## src/move_profile_pkg.sv

```systemverilog
// shared constants and types for the move profile and homing block
package move_profile_pkg;

  // ---------------------------------------------------------------------
  // clock, rate tick and timing
  // ---------------------------------------------------------------------
  localparam int CLK_HZ = 32'h0262_5A00;        // 40 MHz system clock
  localparam int RATE_SCALE = 32'h0000_03E8;    // ms per s, rate x1000
  localparam int TICK_MS = 32'h0000_0001;       // speed update period
  localparam int TICK_CYCLES = CLK_HZ / RATE_SCALE * TICK_MS;
  localparam int HOME_WAIT_S = 32'h0000_0002;   // pause after each stop
  localparam logic [11:0] HOME_WAIT_TICKS =
    12'(HOME_WAIT_S * RATE_SCALE / TICK_MS);
  localparam int HOME_PCT = 32'h0000_000A;      // homing speed percent
  localparam int PCT_FULL = 32'h0000_0064;

  // ---------------------------------------------------------------------
  // widths
  // ---------------------------------------------------------------------
  localparam int SPD_W = 24;                    // steps per second
  localparam int RATE_W = 16;                   // steps/s per ms
  localparam int POS_W = 32;
  localparam int PH_W = 27;                     // step phase accumulator
  localparam int DIV_W = 16;
  localparam logic [PH_W-1:0] PH_WRAP = PH_W'(CLK_HZ);

  // ---------------------------------------------------------------------
  // commands and states
  // ---------------------------------------------------------------------
  typedef enum logic [1:0] {
    OP_MOVE = 2'h0,
    OP_PRESET = 2'h1,
    OP_HOME_CW = 2'h2,
    OP_HOME_CCW = 2'h3
  } op_t;

  typedef enum logic [8:0] {
    ST_IDLE = 9'h001,
    ST_RUN = 9'h002,
    ST_SEEK = 9'h004,
    ST_STOP1 = 9'h008,
    ST_WAIT1 = 9'h010,
    ST_BACK = 9'h020,
    ST_STOP2 = 9'h040,
    ST_WAIT2 = 9'h080,
    ST_RET = 9'h100
  } state_t;

endpackage : move_profile_pkg

```

## src/ramp_if.sv

```systemverilog
// link between the profile sequencer and the speed ramp generator
`timescale 1ns/10ps
`default_nettype none
interface ramp_if;
  import move_profile_pkg::*;
  logic tick;                  // one-cycle millisecond rate pulse
  logic decel;                 // ramp down toward tgt as a floor
  logic clr;                   // force speed to zero
  logic [SPD_W-1:0] tgt;       // speed goal or floor
  logic [RATE_W-1:0] acc;      // acceleration per tick
  logic [RATE_W-1:0] dec;      // deceleration per tick
  logic [SPD_W-1:0] speed;     // present commanded speed
  modport ctl (output decel, clr, tgt, acc, dec, input tick, speed);
  modport gen (input decel, clr, tgt, acc, dec, output tick, speed);
endinterface : ramp_if
`default_nettype wire

```

## src/speed_ramp.sv

```systemverilog
// millisecond tick divider and linear speed ramp
`timescale 1ns/10ps
`default_nettype none
module speed_ramp
  import move_profile_pkg::*;
#(
  parameter logic [DIV_W-1:0] TICKS = DIV_W'(TICK_CYCLES)
) (
  input wire logic ref_clk,  // system clock
  input wire logic rstn,     // synchronous reset, active low
  ramp_if.gen r              // ramp control and speed
);

  typedef struct packed {
    logic [DIV_W-1:0] div;
    logic tick;
    logic [SPD_W-1:0] speed;
  } ramp_state_t;

  ramp_state_t s;
  ramp_state_t next_s;
  logic [SPD_W:0] up;
  logic [SPD_W:0] floor_hi;
  logic [SPD_W:0] down_hi;

  // -----------------------------------------------------------------------
  // divider and speed update
  // -----------------------------------------------------------------------
  always_comb begin
    next_s = s;
    next_s.tick = 1'b0;
    up = {1'b0, s.speed} + {{(SPD_W+1-RATE_W){1'b0}}, r.acc};
    floor_hi = {1'b0, r.tgt} + {{(SPD_W+1-RATE_W){1'b0}}, r.dec};
    down_hi = {1'b0, s.speed} - {{(SPD_W+1-RATE_W){1'b0}}, r.dec};
    if (s.div == TICKS - 1'b1) begin
      next_s.div = '0;
      next_s.tick = 1'b1;
    end else begin
      next_s.div = s.div + 1'b1;
    end
    if (r.clr) begin
      next_s.speed = '0;
    end else if (s.tick) begin
      // update in the cycle the tick is visible, so the sequencer and
      // the speed change agree on which cycle carries the rate step
      // one rate step per tick, clamped at the goal
      if (r.decel || s.speed > r.tgt) begin
        next_s.speed = ({1'b0, s.speed} > floor_hi) ?
          down_hi[SPD_W-1:0] : r.tgt;
      end else if (up > {1'b0, r.tgt}) begin
        next_s.speed = r.tgt;
      end else begin
        next_s.speed = up[SPD_W-1:0];
      end
    end
  end

  // state register
  always_ff @(posedge ref_clk) begin
    if (!rstn) begin
      s <= '0;
    end else begin
      s <= next_s;
    end
  end

  assign r.tick = s.tick;
  assign r.speed = s.speed;
endmodule : speed_ramp
`default_nettype wire

```

## src/move_profile_homing.sv

```systemverilog
// move profile generator with position preset and home search
//
// Overview of operation
// - Acceleration and deceleration are in steps/s per ms; times 1000 in steps/s^2.
// - Speed ramps linearly up toward the programmed speed and linearly down.
// - When ramp-up plus ramp-down steps are below the length, a flat run is made.
// - When they equal the length, programmed speed is reached and held one step.
// - When they exceed the length, decel starts before programmed speed.
// - The flat run lasts the length minus the ramp-up and ramp-down steps.
// - A finished home search sets the profile position to zero.
// - Presetting or homing loads the encoder position with the same value.
// - The final homing segment runs at ten percent of the commanded speed.
// - Preset loads both positions; the host keeps the value in 31-bit signed range.
// - A clockwise home search starts by turning clockwise, or counter-clockwise off home when home is already active.
// - A clockwise search ends only on a home trigger while clockwise at homing speed.
// - A counter-clockwise search mirrors the clockwise one.
// - Search, stop, wait 2 s, reverse off home, stop, wait 2 s, return slowly.
`timescale 1ns/10ps
`default_nettype none
module move_profile_homing
  import move_profile_pkg::*;
#(
  parameter int TICK_LEN = TICK_CYCLES      // clock cycles per rate tick
) (
  input wire logic ref_clk,                 // 40 MHz system clock
  input wire logic rstn,                    // synchronous reset, active low
  input wire logic cmd_valid,               // command offered
  output logic cmd_ready,                   // idle, command taken
  input wire op_t cmd_op,                   // command code
  input wire logic [POS_W-1:0] cmd_value,   // move distance or preset
  input wire logic [SPD_W-1:0] cmd_speed,   // programmed speed
  input wire logic [RATE_W-1:0] cmd_accel,  // acceleration
  input wire logic [RATE_W-1:0] cmd_decel,  // deceleration
  output logic cmd_done,                    // command finished pulse
  output logic busy,                        // motion in progress
  input wire logic home_in,                 // home sensor pin, active high
  output logic step_pulse,                  // one step pulse
  output logic step_cw,                     // direction, high clockwise
  output logic [SPD_W-1:0] speed_now,       // commanded speed
  output logic [POS_W-1:0] profile_pos,     // profile position
  output logic enc_load,                    // encoder load pulse
  output logic [POS_W-1:0] enc_value        // encoder load value
);

  typedef struct packed {
    state_t st;
    logic [POS_W-1:0] pos;
    logic [POS_W-1:0] enc;
    logic enc_ld;
    logic [POS_W-1:0] rem;
    logic dir;
    logic hdir;
    logic [PH_W-1:0] ph;
    logic step;
    logic done;
    logic [11:0] wcnt;
    logic [1:0] hsync;
    logic hprev;
    logic [SPD_W-1:0] spd;
    logic [SPD_W-1:0] hspd;
    logic [RATE_W-1:0] acc;
    logic [RATE_W-1:0] dec;
    logic dn;
  } main_state_t;

  main_state_t s;
  main_state_t next_s;
  ramp_if r ();
  logic [PH_W-1:0] ph_sum;
  logic home_rise;
  logic home_fall;
  logic accept;

  // -----------------------------------------------------------------------
  // helpers
  // -----------------------------------------------------------------------
  // stopping distance test: rem*2*dec*1000 <= v^2
  function automatic logic need_decel(input logic [POS_W-1:0] rem,
                                      input logic [SPD_W-1:0] v,
                                      input logic [RATE_W-1:0] d);
    logic [63:0] dist_term;
    logic [63:0] v_sq;
    dist_term = 64'(rem) * 64'(d) * 64'(2 * RATE_SCALE);
    v_sq = 64'(v) * 64'(v);
    return dist_term <= v_sq;
  endfunction : need_decel

  function automatic logic [SPD_W-1:0] home_speed(input logic [SPD_W-1:0] v);
    logic [SPD_W+7:0] prod;
    prod = (32'(v) * HOME_PCT) / PCT_FULL;
    return prod[SPD_W-1:0];
  endfunction : home_speed

  speed_ramp #(
    .TICKS(DIV_W'(TICK_LEN))
  ) u_ramp (
    .ref_clk(ref_clk),
    .rstn(rstn),
    .r(r.gen)
  );

  assign home_rise = s.hsync[1] && !s.hprev;
  assign home_fall = !s.hsync[1] && s.hprev;
  assign accept = cmd_valid && (s.st == ST_IDLE);

  // -----------------------------------------------------------------------
  // sequencer, step generator and position
  // -----------------------------------------------------------------------
  always_comb begin
    next_s = s;
    next_s.step = 1'b0;
    next_s.enc_ld = 1'b0;
    next_s.done = 1'b0;
    next_s.hsync = {s.hsync[0], home_in};
    next_s.hprev = s.hsync[1];
    r.clr = 1'b0;
    r.decel = 1'b0;
    r.tgt = s.spd;
    r.acc = s.acc;
    r.dec = s.dec;
    ph_sum = s.ph + PH_W'(r.speed);
    // steps at the commanded speed via phase accumulation
    if (s.st != ST_IDLE) begin
      if (ph_sum >= PH_WRAP) begin
        next_s.ph = ph_sum - PH_WRAP;
        next_s.step = 1'b1;
        next_s.pos = s.dir ? s.pos + 1'b1 : s.pos - 1'b1;
      end else begin
        next_s.ph = ph_sum;
      end
    end
    case (s.st)
      ST_IDLE: begin
        r.clr = 1'b1;
        next_s.ph = '0;
        if (accept) begin
          next_s.spd = cmd_speed;
          next_s.acc = cmd_accel;
          next_s.dec = cmd_decel;
          next_s.hspd = home_speed(cmd_speed);
          next_s.dn = 1'b0;
          case (cmd_op)
            OP_MOVE: begin
              next_s.dir = !cmd_value[POS_W-1];
              next_s.rem = cmd_value[POS_W-1] ? -cmd_value : cmd_value;
              if (cmd_value == '0) begin
                next_s.done = 1'b1;
              end else begin
                next_s.st = ST_RUN;
              end
            end
            OP_PRESET: begin
              next_s.pos = cmd_value;
              next_s.enc = cmd_value;
              next_s.enc_ld = 1'b1;
              next_s.done = 1'b1;
            end
            default: begin
              // already on home: start by backing off it
              next_s.hdir = (cmd_op == OP_HOME_CW);
              next_s.dir = s.hsync[1] ? (cmd_op != OP_HOME_CW) :
                (cmd_op == OP_HOME_CW);
              next_s.st = s.hsync[1] ? ST_BACK : ST_SEEK;
            end
          endcase
        end
      end
      ST_RUN: begin
        // ramp down once remaining steps reach the stopping distance
        // once begun the ramp down is kept, no climb back to full speed
        r.decel = s.dn || need_decel(s.rem, r.speed, s.dec);
        next_s.dn = r.decel;
        r.tgt = r.decel ? SPD_W'(s.dec) : s.spd;
        if (next_s.step) begin
          next_s.rem = s.rem - 1'b1;
          if (s.rem == 32'h0000_0001) begin
            next_s.st = ST_IDLE;
            next_s.done = 1'b1;
          end
        end
      end
      ST_SEEK: begin
        if (home_rise) begin
          next_s.st = ST_STOP1;
        end
      end
      ST_STOP1, ST_STOP2: begin
        r.decel = 1'b1;
        r.tgt = '0;
        if (r.speed == '0) begin
          next_s.wcnt = HOME_WAIT_TICKS;
          next_s.st = (s.st == ST_STOP1) ? ST_WAIT1 : ST_WAIT2;
        end
      end
      ST_WAIT1, ST_WAIT2: begin
        // stand still for the pause, counted in rate ticks
        r.clr = 1'b1;
        if (r.tick) begin
          next_s.wcnt = s.wcnt - 1'b1;
          if (s.wcnt == 12'h001) begin
            next_s.dir = (s.st == ST_WAIT1) ? !s.hdir : s.hdir;
            next_s.st = (s.st == ST_WAIT1) ? ST_BACK : ST_RET;
          end
        end
      end
      ST_BACK: begin
        if (home_fall) begin
          next_s.st = ST_STOP2;
        end
      end
      ST_RET: begin
        r.tgt = s.hspd;
        // only a trigger at homing speed in search direction counts
        if (home_rise && r.speed == s.hspd && s.dir == s.hdir) begin
          next_s.pos = '0;
          next_s.enc = '0;
          next_s.enc_ld = 1'b1;
          next_s.done = 1'b1;
          next_s.st = ST_IDLE;
        end
      end
      default: begin
        next_s.st = ST_IDLE;
      end
    endcase
  end

  // state register
  always_ff @(posedge ref_clk) begin
    if (!rstn) begin
      s <= '0;
      s.st <= ST_IDLE;
    end else begin
      s <= next_s;
    end
  end

  // output drive
  assign cmd_ready = (s.st == ST_IDLE);
  assign cmd_done = s.done;
  assign busy = (s.st != ST_IDLE);
  assign step_pulse = s.step;
  assign step_cw = s.dir;
  assign speed_now = r.speed;
  assign profile_pos = s.pos;
  assign enc_load = s.enc_ld;
  assign enc_value = s.enc;
endmodule : move_profile_homing
`default_nettype wire

```

## config.mk

```make
export PLATFORM = sky130hd
export DESIGN_NAME = move_profile_homing
export DESIGN_NICKNAME = d
export VERILOG_FILES = /design/src/move_profile_pkg.sv /design/src/ramp_if.sv /design/src/speed_ramp.sv /design/src/move_profile_homing.sv
export SDC_FILE = /design/constraint.sdc
export NUM_CORES = 2
export LEC_CHECK = 0
export BUFFER_PORTS_ARGS = -buffer_cell sky130_fd_sc_hd__buf_4
export CORE_MARGIN = 2
export CORE_UTILIZATION = 55
export CTS_CLUSTER_DIAMETER = 120
export DETAILED_ROUTE_END_ITERATION = 8
export PLACE_DENSITY = 0.75
export SLEW_MARGIN = 20
export SYNTH_ARGS = -nofsm -noshare
export SYNTH_HDL_FRONTEND = slang
export SYNTH_SLANG_ARGS = --single-unit
export TNS_END_PERCENT = 5
```

## constraint.sdc

```tcl
create_clock -name ref_clk -period 18.4 [get_ports ref_clk]
set_input_delay 0.92 -clock ref_clk [delete_from_list [all_inputs] [get_ports ref_clk]]
set_output_delay 0.92 -clock ref_clk [all_outputs]
set_load 0.02 [all_outputs]
```

==> summary by stage <==
Drt
After detailed routing, the number of remaining DRC violations is 0. The count of nets left with antenna violations once routing finished came out at 0. The detail-routed net length per standard cell is approximately 20 um. The routed wire length is around 200000 um. The count of routing violations after the opening detailed-route iteration is between 4000 and 5000. The first detailed-routing pass took 8 iterations. The total number of vias is ~57000.

Dividing the detail-routed via count by the number of cells gives ~5.8.

Placement
The detailed placement HPWL is roughly 160000 um. The final estimated routing congestion in global placement is a little under 1. OpenSTA, run right after detailed placement, puts the worst setup slack at -1.618 ns. The instance area at placement is around 0.071 mm2. The number of buffers inserted by port buffering is between 150 and 200.

Timing
In the post-route analysis, the smallest setup slack over all paths is -0.8294 ns. Setup repair after global routing could not meet its margin everywhere. The final count of hold timing violations came to 0. The slew at the pin with the worst max-slew slack is 1.168 ns. The headroom to the max-slew limit is 0.2211. On the final layout, the worst clock skew is between 0.03 and 0.04 ns. The final cycle utilization of the critical path is 1.045. Based on the critical path, the design can be clocked at up to 52.00 MHz. After layout, the minimum clock period comes to slightly below 20 ns. The number of max-slew violations in the final report is 0. The total of endpoints with negative setup slack in the final report is 24.

Outcome
The run finished, with violations left. The checks that failed: negative setup slack.

Finish
Summing all multi-input logic gate instances after layout gives between 0.05 and 0.06 mm2. The sequential cells in the finished layout cover a total of roughly 0.0055 mm2. The utilization after layout is 0.6310. Once layout is done, the placed cells without fillers occupy 0.07440 mm2. The count of filler cells inserted in the layout is roughly 9700. In the final design database the tool counted 10060 nets. Relative to the synthesized area, the layout overhead comes to 13.78%. In the final layout, the share of cells above drive strength 1 is 0.1590.

Clock network
The register clock-pin slew on the reported worst setup and hold paths is roughly 0.070 ns. The CTS tree is yes. For the worst-skew pair, the clock arrives at the later sink with an insertion delay of between 0.6 and 0.7 ns. CTS built an H-tree with a depth of 1.

The CTS buffer count is 29. The clock tree root driver cell is sky130_fd_sc_hd__clkbuf_16. The buffer levels on the longest clock path is 3. The CTS sink count is 272.

Global routing
The number of global-route vias before repair is slightly below 60000. Global routing finished with a remaining overflow of 0. The number of antenna violations at the first check in global routing is 4. The all-layer global routing usage is 0.3196. The wire length of the first global-routing pass is between 300000 and 400000 um. Entering global routing, the biggest net connects 75 pins.

Job
Max-cap violations in this run came to 0.

Critical path
The critical-path cell with the highest stage delay is sky130_fd_sc_hd__fa_1. The peak per-stage delay on the critical path is about 0.56 ns. The kind of end point of the critical path is a flop. STA puts the critical path data required time at about 19 ns. Grouping stages by cell kind, the critical path spends the most delay in compound AO/OA/AOI/OAI gates.

The arrival time of the worst setup path is around 20 ns. The critical path launch point type is a flop. By instance count, the cell type seen most on the critical path is sky130_fd_sc_hd__a21oi_2. Of all nets on the critical path, the largest fanout is 8. Together, buffers and inverters on the worst path number 15. The path type of the worst setup path is reg -> reg.

Yosys
In the post-synthesis netlist, the biggest area contributors are sky130_fd_sc_hd__fa_1, sky130_fd_sc_hd__ha_1, sky130_fd_sc_hd__dfxtp_1. Synthesis produced a netlist with a net count of ~9600. The number of distinct standard cells referenced by the synthesized netlist is 142. Dividing the synthesized area by the synthesized cell count gives 8.398 um2. The share of the Yosys chip area taken by registers is 0.08327. The share of the synthesized area in the top cell type is 0.3147. sky130_fd_sc_hd__fa_1 takes more of the synthesized area than any other cell. The synthesized cell area is 0.06539 mm2. The count of yosys warnings during synthesis is 0. Among all flip-flop cells after synthesis, the most frequent one is sky130_fd_sc_hd__dfxtp_1. Synthesis produced between 7000 and 8000 cells. The synthesized design contains 0 enable-type register cells. Of all flip-flops after synthesis, the portion carrying an async set or reset was 0. In this run, synthesis produced a sequential element count of 272.

Floorplanning
The top-level port count is about 190. The floorplan die width is ~350 um. The total core area is 0.1179 mm2. The die covers 0.1217 mm2. The initial utilization of the core area, before any placement, comes to 0.5545. The cell row count is roughly 130. The y dimension of the die is roughly 350 um.

Hold path
The type of the worst min-delay path is reg -> reg.
## logic make-up after synthesis
logic type	after synthesis	synth area share
mux	28	0.004898
compound gates	1438	0.1452
fa+ha+maj	1714	0.4458
simple gates	2158	0.1584
xor+xnor	388	0.05243
buf+inv	1789	0.1100
flops	272	0.08327
## metrics by stage
step / setup TNS [ns] / instances / hold slack (ns)
after detailed placement: -32.79 / 9657 / 0.4200
final: -18.46 / 9817 / 0.4363
after CTS: -5.896 / 9776 / 0.4360
after global routing: -39.62 / 9815 / 0.4716
after floorplan: 0 / 7787 / 0.4119
after global placement: -16.84 / 9657 / 0.4144
## repair_timing
item	4_1_cts	5_1_grt
resized for setup	87	256
cloned	3	2
hold buffers	0	0
buffers inserted	63	40
pin swaps	77	246
setup endpoints to repair	24	26
## worst reg2reg max path: cells and delay by family (launching register included)
kind            cells  cell delay, ns
fa+ha+maj          16            6.58
xor+xnor            3            0.55
flops               1            0.38
buf+inv            15            1.31
simple gates       18            2.37
compound gates     54            7.90
## cell type report
cell class | count | share of cell area
multi-input cells | 5728 | 0.7309
repair buffers | 845 | 0.08699
flip-flops and latches | 272 | 0.07369
inverters | 1378 | 0.06964
well taps | 1536 | 0.02583
clock buffers | 33 | 0.01009
clock inverters | 20 | 0.002707
diodes | 5 | 0.0001682
## state kept, by name, indices dropped and copies added (netlist names)
signal / count
s: 129
enc_value: 32
profile_pos: 32
u_ramp.r.speed: 24
r.acc: 16
r.dec: 16
u_ramp.s: 16
next_s: 2
cmd_done: 1
enc_load: 1
step_cw: 1
step_pulse: 1
u_ramp.r.tick: 1
## final timing paths
check	cells past startpoint	slack, ns	startpoint	end
hold reg to reg	1	0.44	next_s[83]$_SDFF_PN0_	next_s[81]$_SDFF_PN0_
setup / recovery	106	-0.83	r.dec[6]$_SDFFE_PN0P_	u_ramp.r.speed[23]$_SDFFE_PP0P_
hold / removal	1	0.44	next_s[83]$_SDFF_PN0_	next_s[81]$_SDFF_PN0_
setup reg to reg	106	-0.83	r.dec[6]$_SDFFE_PN0P_	u_ramp.r.speed[23]$_SDFFE_PP0P_
## placed cells by master, fill, tap and decap left out, types with 82 or more instances in the layout
master and instances:
sky130_fd_sc_hd__a21o_1 92, sky130_fd_sc_hd__nand2_1 789, sky130_fd_sc_hd__inv_1 1330, sky130_fd_sc_hd__fa_1 1027, sky130_fd_sc_hd__xnor2_1 244, sky130_fd_sc_hd__buf_4 822
sky130_fd_sc_hd__nand3_1 82, sky130_fd_sc_hd__and2_1 399, sky130_fd_sc_hd__nor2_1 405, sky130_fd_sc_hd__nor3_1 104, sky130_fd_sc_hd__dfxtp_1 258, sky130_fd_sc_hd__xor2_1 114
sky130_fd_sc_hd__o21ai_0 271, sky130_fd_sc_hd__a21oi_1 380, sky130_fd_sc_hd__ha_1 637
## cell usage after synthesis (80+ instances only)
library cell               count
sky130_fd_sc_hd__a21o_1       92
sky130_fd_sc_hd__a21oi_1     434
sky130_fd_sc_hd__and2_1      411
sky130_fd_sc_hd__buf_4       104
sky130_fd_sc_hd__clkbuf_1    286
sky130_fd_sc_hd__dfxtp_1     272
sky130_fd_sc_hd__fa_1       1028
sky130_fd_sc_hd__ha_1        681
sky130_fd_sc_hd__inv_1      1372
sky130_fd_sc_hd__nand2_1     798
sky130_fd_sc_hd__nand3_1      84
sky130_fd_sc_hd__nor2_1      423
sky130_fd_sc_hd__nor3_1      105
sky130_fd_sc_hd__o21ai_0     328
sky130_fd_sc_hd__o21bai_1     80
sky130_fd_sc_hd__xnor2_1     261
sky130_fd_sc_hd__xor2_1      123
## routing by layer
| layer | part of all wire | up-vias | global-route usage |
|---|---|---|---|
| li1 | - | 25980 | - |
| met1 | 0.41 | 27850 | 0.4304 |
| met2 | 0.46 | 2527 | 0.5216 |
| met3 | 0.087 | 480 | 0.05035 |
| met4 | 0.043 | 0 | 0.1155 |
| met5 | 0 | - | 0 |
Power is left out: the tool's default activity adds up to more than one toggle a clock period on the data nets, which glitch-free logic cannot reach.
